<file path="config.mk">
export PLATFORM = sky130hd
export DESIGN_NAME = qac_ctrl
export DESIGN_NICKNAME = d
export VERILOG_FILES = /design/src/shared/qac_pkg.sv /design/src/logic/qac_ctrl.sv /design/src/logic/qac_sync.sv
export SDC_FILE = /design/constraint.sdc
export NUM_CORES = 1
export LEC_CHECK = 0
export BUFFER_PORTS_ARGS = -buffer_cell sky130_fd_sc_hd__buf_2
export CORE_UTILIZATION = 26
export CTS_BUF_LIST = sky130_fd_sc_hd__clkbuf_4 sky130_fd_sc_hd__clkbuf_8 sky130_fd_sc_hd__clkbuf_16
export DETAILED_ROUTE_END_ITERATION = 12
export PLACE_DENSITY = 0.44
export SLEW_MARGIN = 25
export SYNTH_ARGS = -nofsm -noshare
export SYNTH_HDL_FRONTEND = slang
export SYNTH_SLANG_ARGS = --single-unit
</file>
<file path="constraint.sdc">
create_clock -name sys_clk -period 3.8 [get_ports sys_clk]
set_clock_uncertainty 0.2 [all_clocks]
set_input_delay 0.76 -clock sys_clk [delete_from_list [all_inputs] [get_ports sys_clk]]
set_output_delay 0.76 -clock sys_clk [all_outputs]
set_load 0.03 [all_outputs]
</file>
<file path="src/shared/qac_pkg.sv">
package qac_pkg;

    // serial word, result, channel and counter widths
    localparam int unsigned CMD_W = 8;
    localparam int unsigned RES_W = 8;
    localparam int unsigned CHAN_W = 2;
    localparam int unsigned CNT_W = 5;

    // clock positions within one conversion
    localparam logic [4:0] CONV_CLOCKS = 5'h10;
    localparam logic [4:0] FIRST_FALL = 5'h01;
    localparam logic [4:0] LAST_TRACK_FALL = 5'h03;
    localparam logic [4:0] HOLD_FALL = 5'h04;
    localparam logic [4:0] LAST_DATA_FALL = 5'h0C;
    localparam logic [4:0] CMD_RISES = 5'h08;

    // control word field layout
    localparam int unsigned CHAN_MSB_POS = 5;
    localparam int unsigned CHAN_LSB_POS = 3;

    // reset values
    localparam logic [1:0] RESET_CHAN = 2'h0;
    localparam logic [7:0] RESET_CMD = 8'h00;
    localparam logic [7:0] RESET_RES = 8'h00;

    // conversion sequencing states
    typedef enum logic [1:0] {
        QAC_OFF,
        QAC_TRACK,
        QAC_HOLD,
        QAC_NAP
    } qac_state_t;

endpackage

</file>
<file path="src/logic/qac_ctrl.sv">
`timescale 1ns/10ps
`default_nettype none
// Notes on behaviour
// - frame low starts conversion, high ends frame
// - track during first three shift clocks
// - hold, convert, result MSB first from fifth
// - output driven only while frame low
// - power down when frame high or between
// - back-to-back conversions restart track after sixteen
// - shift clock ignored while frame high
// - frame fall with clock low counts falling
// - frame fall with clock high waits
// - command captured on first eight rising edges
// - channel written now used next conversion
// - first conversion after reset uses channel zero
// - bits five to three form channel field
// - other command bits have no effect
// - top field bit ignored, low two decode
// - result is unsigned straight binary code
// - sample held at fourth falling edge
// - nap from sixteenth fall until next first
module qac_ctrl (
    input wire logic sys_clk,
    input wire logic rst_n,
    input wire logic frame_select_n,
    input wire logic shift_clock,
    input wire logic serial_command_in,
    input wire logic [7:0] analog_ch0,
    input wire logic [7:0] analog_ch1,
    input wire logic [7:0] analog_ch2,
    input wire logic [7:0] analog_ch3,
    output logic serial_result_out,
    output logic serial_result_oe,
    output logic track_mode,
    output logic power_down,
    output logic [1:0] active_chan
);

    logic cs_s;
    logic sclk_s;
    logic din_s;
    logic cs_prev_q;
    logic sclk_prev_q;
    logic frame_on;
    logic frame_fall;
    logic int_fall;
    logic int_rise;
    logic [4:0] fall_q;
    logic [4:0] fall_d;
    logic [4:0] rise_q;
    logic conv_start;
    qac_pkg::qac_state_t st_q;
    qac_pkg::qac_state_t st_d;
    logic [7:0] cmd_q;
    logic [7:0] cmd_word;
    logic [1:0] next_chan_q;
    logic [7:0] picked;
    logic [7:0] res_q;

    // pin synchronisers
    qac_sync #(.RESET_VAL(1'b1)) u_sync_cs (
        .sys_clk(sys_clk),
        .rst_n(rst_n),
        .async_in(frame_select_n),
        .sync_out(cs_s)
    );
    qac_sync #(.RESET_VAL(1'b0)) u_sync_sclk (
        .sys_clk(sys_clk),
        .rst_n(rst_n),
        .async_in(shift_clock),
        .sync_out(sclk_s)
    );
    qac_sync #(.RESET_VAL(1'b0)) u_sync_din (
        .sys_clk(sys_clk),
        .rst_n(rst_n),
        .async_in(serial_command_in),
        .sync_out(din_s)
    );

    // edge history of synchronised pins
    always_ff @(posedge sys_clk)
    begin
        if (!rst_n)
        begin
            cs_prev_q <= 1'b1;
            sclk_prev_q <= 1'b0;
        end
        else
        begin
            cs_prev_q <= cs_s;
            sclk_prev_q <= sclk_s;
        end
    end

    // internal clock edges, gated by frame
    assign frame_on = !cs_s;
    assign frame_fall = cs_prev_q && !cs_s;
    assign int_fall = frame_on
        && ((sclk_prev_q && !sclk_s) || (frame_fall && !sclk_s));
    assign int_rise = frame_on && !sclk_prev_q && sclk_s
        && (st_q != qac_pkg::QAC_OFF);
    assign conv_start = int_fall
        && ((st_q == qac_pkg::QAC_OFF) || (fall_q == qac_pkg::CONV_CLOCKS));

    // next falling count
    always_comb
    begin
        fall_d = fall_q;
        if (!frame_on)
        begin
            fall_d = 5'h00;
        end
        else if (conv_start)
        begin
            fall_d = qac_pkg::FIRST_FALL;
        end
        else if (int_fall && fall_q < qac_pkg::CONV_CLOCKS)
        begin
            fall_d = fall_q + 5'h01;
        end
    end

    // next sequencing state
    always_comb
    begin
        st_d = st_q;
        if (!frame_on)
        begin
            st_d = qac_pkg::QAC_OFF;
        end
        else if (int_fall)
        begin
            unique case (fall_d)
                qac_pkg::FIRST_FALL: st_d = qac_pkg::QAC_TRACK;
                qac_pkg::HOLD_FALL: st_d = qac_pkg::QAC_HOLD;
                qac_pkg::CONV_CLOCKS: st_d = qac_pkg::QAC_NAP;
                default: st_d = st_q;
            endcase
        end
    end

    always_ff @(posedge sys_clk)
    begin
        if (!rst_n)
        begin
            st_q <= qac_pkg::QAC_OFF;
            fall_q <= 5'h00;
            track_mode <= 1'b0;
            power_down <= 1'b1;
        end
        else
        begin
            st_q <= st_d;
            fall_q <= fall_d;
            track_mode <= (st_d == qac_pkg::QAC_TRACK);
            power_down <= (st_d == qac_pkg::QAC_OFF)
                || (st_d == qac_pkg::QAC_NAP);
        end
    end

    // rising edge count per conversion
    always_ff @(posedge sys_clk)
    begin
        if (!rst_n || !frame_on || conv_start)
        begin
            rise_q <= 5'h00;
        end
        else if (int_rise && rise_q < qac_pkg::CONV_CLOCKS)
        begin
            rise_q <= rise_q + 5'h01;
        end
    end

    assign cmd_word = {cmd_q[6:0], din_s};
    always_ff @(posedge sys_clk)
    begin
        if (!rst_n)
        begin
            cmd_q <= qac_pkg::RESET_CMD;
        end
        else if (int_rise && rise_q < qac_pkg::CMD_RISES)
        begin
            cmd_q <= cmd_word;
        end
    end

    always_ff @(posedge sys_clk)
    begin
        if (!rst_n)
        begin
            next_chan_q <= qac_pkg::RESET_CHAN;
        end
        else if (int_rise && rise_q == qac_pkg::CMD_RISES - 5'h01)
        begin
            next_chan_q <= cmd_word[qac_pkg::CHAN_LSB_POS +: 2];
        end
    end

    always_ff @(posedge sys_clk)
    begin
        if (!rst_n)
        begin
            active_chan <= qac_pkg::RESET_CHAN;
        end
        else if (conv_start)
        begin
            active_chan <= next_chan_q;
        end
    end

    always_comb
    begin
        unique case (active_chan)
            2'h0: picked = analog_ch0;
            2'h1: picked = analog_ch1;
            2'h2: picked = analog_ch2;
            2'h3: picked = analog_ch3;
        endcase
    end

    always_ff @(posedge sys_clk)
    begin
        if (!rst_n || !frame_on)
        begin
            res_q <= qac_pkg::RESET_RES;
            serial_result_out <= 1'b0;
        end
        else if (int_fall)
        begin
            if (fall_d == qac_pkg::HOLD_FALL)
            begin
                res_q <= picked;
            end
            else
            begin
                res_q <= {res_q[6:0], 1'b0};
            end
            // bits go out on falls five to twelve, low otherwise
            serial_result_out <= (fall_d > qac_pkg::HOLD_FALL)
                && (fall_d <= qac_pkg::LAST_DATA_FALL) && res_q[7];
        end
    end

    always_ff @(posedge sys_clk)
    begin
        if (!rst_n)
        begin
            serial_result_oe <= 1'b0;
        end
        else
        begin
            serial_result_oe <= frame_on;
        end
    end
endmodule
`default_nettype wire

</file>
<file path="src/logic/qac_sync.sv">
`timescale 1ns/10ps
`default_nettype none
// two-stage synchroniser for pin inputs
module qac_sync #(
    parameter logic RESET_VAL = 1'b0
) (
    input wire logic sys_clk,
    input wire logic rst_n,
    input wire logic async_in,
    output logic sync_out
);

    logic meta_q;

    // first stage feeds only the second
    always_ff @(posedge sys_clk)
    begin
        if (!rst_n)
        begin
            meta_q <= RESET_VAL;
            sync_out <= RESET_VAL;
        end
        else
        begin
            meta_q <= async_in;
            sync_out <= meta_q;
        end
    end

endmodule
`default_nettype wire

</file>
After elaboration in Yosys (flattened, before gate mapping)
Index checks and enable logic that the tools add are counted.
{"block": "op_classes", "magnitude_cmp": 5, "reduce_logical": 27, "n_addsub": 2, "muxes": 8, "eq_ne": 10}
{"op": "$pmux W8 S4", "count": 1}
{"op": "$mux W5", "count": 3}
{"op": "$logic_and A1 B1 Y1", "count": 14}
{"op": "$add A5 B1 Y5 const B", "count": 2}
{"op": "$eq A5 B3 Y1 const B", "count": 2}
{"op": "$eq A5 B5 Y1 const B", "count": 2}
{"op": "$lt A5 B5 Y1 const B", "count": 2}
{"op": "$mux W8", "count": 1}
{"op": "$eq A2 B2 Y1 const B", "count": 3}
{"op": "$logic_not A2 Y1", "count": 3}
{"op": "$pmux W2 S3", "count": 1}
{"op": "$eq A5 B1 Y1 const B", "count": 1}
{"op": "$gt A5 B3 Y1 const B", "count": 1}
{"op": "$le A5 B4 Y1 const B", "count": 1}
{"op": "$logic_or A1 B1 Y1", "count": 5}
{"op": "$lt A5 B4 Y1 const B", "count": 1}
{"op": "$eq A2 B1 Y1 const B", "count": 2}
{"op": "$logic_not A1 Y1", "count": 4}
{"op": "$mux W2", "count": 2}
{"op": "$reduce_bool A2 Y1", "count": 1}
{"block": "totals", "regBits": 40, "wordCells": 71, "output_inout_bits": 6, "inputBits": 37}

Longest topological paths before layout
{"block": "logic_depth", "depth_word": 15, "mapped_depth": 11, "mapped_depth_nobuf": 10}

Modules after synthesis
From an unflattened synthesis, not the netlist that was laid out.
{"block": "unflattened", "hier_cells": 227, "area_unflattened_um2": 2189.6}
{"mod": "qac_ctrl", "seq_area_each_um2": 680.7, "cells_each": 215, "instances": 1, "area_each_um2": 2031.9}
{"mod": "qac_sync", "seq_area_each_um2": 40.0, "cells_each": 4, "instances": 3, "area_each_um2": 52.6}

Least setup slack after synthesis
OpenSTA, ideal clock, no wires.
{"block": "synth_path", "path_type": "reg2reg", "startpoint": "register fall_q[0]", "endpoint": "register power_down", "synth_period_minus_slack_ns": 2.656, "arrival_time_ns": 2.339, "path_stages_with_launch": 12, "t_required_ns": 3.483, "path_slack_ns": 1.144, "setup_time_ns": 0.117, "n_path_buf": 1, "cell_sequence": "dfxtp_1 -> inv_1 -> ha_1 -> nor3b_1 -> o311ai_1 -> a22oi_1 -> and2_1 -> buf_2 -> o211ai_1 -> a21o_1 -> ha_1 -> nand2b_1"}
{"block": "synth_via", "elab_chain_cells": 11, "elab_cells_between_ends": 18, "classes_between": "1 x add/sub; 1 x order compare; 5 x eq/ne; 6 x mux; 5 x reduce/logical"}
{"element": "from (decl)", "line": "qac_ctrl.sv:48", "source": "logic [4:0] fall_q;"}
{"element": "from (signal assigned)", "line": "qac_ctrl.sv:154", "source": "fall_q <= fall_d;"}
{"element": "$lt A5 B5 Y1 / $eq A5 B5 Y1 (equally long branches)", "line": "qac_ctrl.sv:117, qac_ctrl.sv:103"}
{"element": "$logic_and A1 B1 Y1 / $logic_or A1 B1 Y1 (equally long branches)", "line": "qac_ctrl.sv:117, qac_ctrl.sv:103"}
{"element": "$mux W5 / $logic_and A1 B1 Y1 (equally long branches)", "line": "qac_ctrl.sv:117, qac_ctrl.sv:103"}
{"element": "$mux W5 (*)", "line": "qac_ctrl.sv:113", "source": "else if (conv_start)"}
{"element": "$mux W5 (*)", "line": "qac_ctrl.sv:109", "source": "if (!frame_on)"}
{"element": "$eq A5 B5 Y1 (tied with other cells)", "line": "qac_ctrl.sv:133", "source": "unique case (fall_d)"}
{"element": "$pmux W2 S3 (*)", "line": "qac_ctrl.sv:133"}
{"element": "$mux W2 (*)", "line": "qac_ctrl.sv:131", "source": "else if (int_fall)"}
{"element": "$mux W2 (*)", "line": "qac_ctrl.sv:127", "source": "if (!frame_on)"}
{"element": "$eq A2 B2 Y1 / $logic_not A2 Y1 (equally long branches)", "line": "qac_ctrl.sv:157, qac_ctrl.sv:156"}
{"element": "$logic_or A1 B1 Y1 (*)", "line": "qac_ctrl.sv:157", "source": "|| (st_d == qac_pkg::QAC_NAP);"}
{"element": "to (signal assigned)", "line": "qac_ctrl.sv:156", "source": "power_down <= (st_d == qac_pkg::QAC_OFF)"}
{"element": "to (decl)", "line": "qac_ctrl.sv:35", "source": "output logic power_down,"}
Mark *: on every way between the ends. The rest lies on a longest branch, timed or not.
A chain may end at the register's enable or synchronous reset.

Worst setup path in the final report
{"block": "layout_path", "startpoint": "register u_sync_cs.sync_out", "endpoint": "register power_down"}
{"block": "layout_via", "elab_chain_cells": 15, "elab_cells_between_ends": 19, "classes_between": "4 x eq/ne; 6 x mux; 9 x reduce/logical"}
{"element": "from (decl)", "line": "qac_sync.sv:10", "source": "output logic sync_out"}
{"element": "from (signal assigned)", "line": "qac_sync.sv:26", "source": "sync_out <= meta_q;"}
{"element": "$logic_not A1 Y1", "line": "qac_ctrl.sv:96, qac_ctrl.sv:97"}
{"element": "$logic_and A1 B1 Y1", "line": "qac_ctrl.sv:97", "source": "assign frame_fall = cs_prev_q && !cs_s;"}
{"element": "$logic_and A1 B1 Y1", "line": "qac_ctrl.sv:99", "source": "&& ((sclk_prev_q && !sclk_s) || (frame_fall && !sclk_s));"}
{"element": "$logic_or A1 B1 Y1", "line": "qac_ctrl.sv:99"}
{"element": "$logic_and A1 B1 Y1", "line": "qac_ctrl.sv:99"}
{"element": "$logic_and A1 B1 Y1", "line": "qac_ctrl.sv:117", "source": "else if (int_fall && fall_q < qac_pkg::CONV_CLOCKS)"}
{"element": "$mux W5", "line": "qac_ctrl.sv:117"}
{"element": "$mux W5", "line": "qac_ctrl.sv:113"}
{"element": "$mux W5", "line": "qac_ctrl.sv:109"}
{"element": "$eq A5 B5 Y1 (tied with other cells)", "line": "qac_ctrl.sv:133"}
{"element": "$pmux W2 S3", "line": "qac_ctrl.sv:133"}
{"element": "$mux W2", "line": "qac_ctrl.sv:131"}
{"element": "$mux W2 (*)", "line": "qac_ctrl.sv:127"}
{"element": "via st_d[0]", "line": "qac_ctrl.sv:53", "source": "qac_pkg::qac_state_t st_d;"}
{"element": "$eq A2 B2 Y1 / $logic_not A2 Y1 (equally long branches)", "line": "qac_ctrl.sv:157, qac_ctrl.sv:156"}
{"element": "$logic_or A1 B1 Y1 (*)", "line": "qac_ctrl.sv:157"}
The timed path passes the listed nets; every way through them passes the cells marked *.

==> impl_metrics.ini <==
[floorplanning]
die_w_um = 91.2
core_area_um2 = 7730
floorplan.initialDensity = 0.268
die_h_um = 91.2
die_area_um2 = 8320
io_pins = 43
fp-row-count = 32

[routing]
drcViolationCount = 0
drt_wl_total_um = 4940
firstDrtPassIters = 5
drtAntennaViolNets = 0
num_vias = 1779
detail_route.wl_per_cell_um = 13.6
drt_iter0_drc = 92
avgViaCountPerCell = 4.91

[critical_path]
crit_family = simple AND/OR/NAND/NOR gates
crit_fanout = 14
critPathRequiredTime_ns = 3.79
slowest_delay_ns = 0.51
arrival_ns = 2.94
path_cells = or2_1, or4_1, o32ai_2, buf_4, nand3_1, o21ai_0, a21oi_1, ha_1, nand2b_1
startpoint_type = register
crit_type = register to register
end_kind = register
worst-path-buf-inv = 1
cpMaxStageDelayCell = or4_1

[hold_path]
hp-class = register to register

[global_route]
grt_pass1_vias = 1735
antenna_found_initial = 0
grt_overflow = 0
grt_pass1_wl_um = 8340
track_usage = 0.128
grt_max_degree = 19

[synthesis]
ys_types = 47
synth.cell_area_um2 = 2070
synth_warnings = 0
yosys.area.top_type_share = 0.387
ys_seq_area_frac = 0.387
synth.area.top_cells = dfxtp_1 (39%), mux4_2 (8.7%), a21oi_1 (3.9%)
synth_top_family_by_area = simple AND/OR/NAND/NOR gates
ys_ff_latch = 40
synthSimpleGateAreaFrac = 0.200
syn_avg_cell_area_um2 = 9.45
synth_fa_ha_area_frac = 0.0242
async_flop_share = 0
muxShareOfSynthArea = 0.131
synth_nets = 260
synthesis.instances = 219
synth_compound_area_frac = 0.194
ys.flop_type = dfxtp_1
synth_edf_count = 0
synth_xor_area_frac = 0.0296
yosysTopAreaCell = dfxtp_1

[timing]
layout_setup_ws_ns = 0.843
fin_crit_sh = 0.778
fin_tns_setup_ns = 0
hold_viol = 0
max_freq_ghz = 0.338
hold_slack_ns = 0.237
rsz0062_at_grt = false
finalCriticalPeriod_ns = 2.96
max_slew.worst_pin.slew_ns = 0.757
report.final.slew_viol_count = 0
setup_viol = 0
max-slew-margin-rel = 0.491

[placed_design]
io_buffers = 42
gp_congestion = 0.784
placedCellCount = 355
place_ws_ns = 0.860
place_hpwl_um = 3650

[finish]
syn2layout_area_growth_pct = 18.9
final_cells = 362
multi_input_area_um2 = 1200
nFillCells = 824
final_nets = 301
layout-drive-gt1-share = 0.258
regArea_um2 = 801
diodes = 0

[power]
ir_worst_vdd_uv = 115
power.density_nw_per_um2 = 309
p_leak_nw = 0.842
design_power_total_w = 0.000761

[clock_network]
cts_made_buffers = 5
cts_tree = done
htree_levels = 2
cts_hold_buf = 0
cts.sinks = 40
clk_path_buf_depth = 2
ctsResizeCount = 0
cts_root_buffer = clkbuf_8
post-cts-setup-buffers = 0
path_clk_slew_ns = 0.08
clock_latency_ns = 0.30

[outcome]
status = completed

[run]
cap_violations = 0
cell type report:
class,instances,share of cell area
multi-input combinational,163,0.487
sequential,40,0.326
timing repair buffer,45,0.0946
tap,102,0.0519
clock buffer,5,0.0280
inverter,5,0.00763
clock inverter,2,0.00509
path summary, 6_finish.rpt:
path | endpoint | start | slack, ns | depth (start not counted)
worst min register to register | u_sync_cs.sync_out$_SDFF_PN1_ | u_sync_cs.meta_q$_SDFF_PN1_ | 0.24 | 1
worst max-delay path | power_down$_SDFF_PN1_ | u_sync_cs.sync_out$_SDFF_PN1_ | 0.84 | 9
worst max register to register | power_down$_SDFF_PN1_ | u_sync_cs.sync_out$_SDFF_PN1_ | 0.84 | 9
worst min-delay path | u_sync_cs.sync_out$_SDFF_PN1_ | u_sync_cs.meta_q$_SDFF_PN1_ | 0.24 | 1
synth_stat cells (all sizes together) (2+ instances only):
master / n
mux4: 8
a21o: 2
nor2: 19
a21boi: 2
a21oi: 16
a32o: 2
and2: 8
dfxtp: 40
nor3b: 3
inv: 5
nand2b: 5
nor2b: 9
or2: 3
nand2: 13
clkbuf: 6
buf: 5
a41oi: 9
o22ai: 2
xor2: 3
nor4: 2
nand3: 7
xnor2: 4
o31ai: 2
ha: 4
or4: 2
o21ai: 15
mux2i: 8
layer usage:
metal / vias up / wire, µm / track usage
li1: 887 / - / -
met1: 838 / 2350 / 0.160
met2: 45 / 2310 / 0.211
met3: 9 / 164 / 0.0276
met4: 0 / 112 / 0.0542
met5: - / 0 / 0
power breakdown:
group	switching, W	total [W]	internal (W)
clock	0.000159	0.000284	0.000125
sequential	0.00000344	0.000427	0.000423
combinational	0.0000233	0.0000507	0.0000274
total	0.000186	0.000761	0.000575
worst register-to-register path, stage by stage (launching register included):
cell,delay (ns)
dfxtp_1,0.49
or2_1,0.39
or4_1,0.51
o32ai_2,0.14
buf_4,0.23
nand3_1,0.12
o21ai_0,0.23
a21oi_1,0.11
ha_1,0.31
nand2b_1,0.13
metrics by stage:
step | utilization | area [µm²]
floorplan | - | 2070
global placement | 0.308 | 2380
detailed placement | 0.308 | 2380
CTS | 0.318 | 2460
global route | 0.318 | 2460
finish | 0.318 | 2460
cell families after synthesis:
kind of cell | count (synthesis)
AO/OA/AOI/OAI | 59
AND/OR/NAND/NOR | 76
flip-flops | 40
buffers and inverters | 16
XOR/XNOR | 7
adder cells (fa/ha/maj) | 4
multiplexers | 17
registers in the layout, summed over array words and instances (netlist names), 2 cells and up:
| name | count |
|---|---|
| active_chan | 2 |
| res_q | 8 |
| fall_q | 5 |
| next_chan_q | 2 |
| rise_q | 5 |
| cmd_q | 4 |
| st_q | 2 |
cell usage in the layout (no fill, tap or decap), drive strengths merged, types with 3 or more instances in the layout:
cell and instances:
nor3b 3, clkbuf 5, nand2 13, o21ai 15, or2 3, and2 8, inv 5, nand3 7
nor2b 9, nand2b 5, dfxtp 40, buf 45, ha 4, xnor2 4, nor2 19, mux4 8
a21oi 16, a41oi 9, mux2i 8, xor2 3
Note: power is estimated with default switching activity, not from simulation.
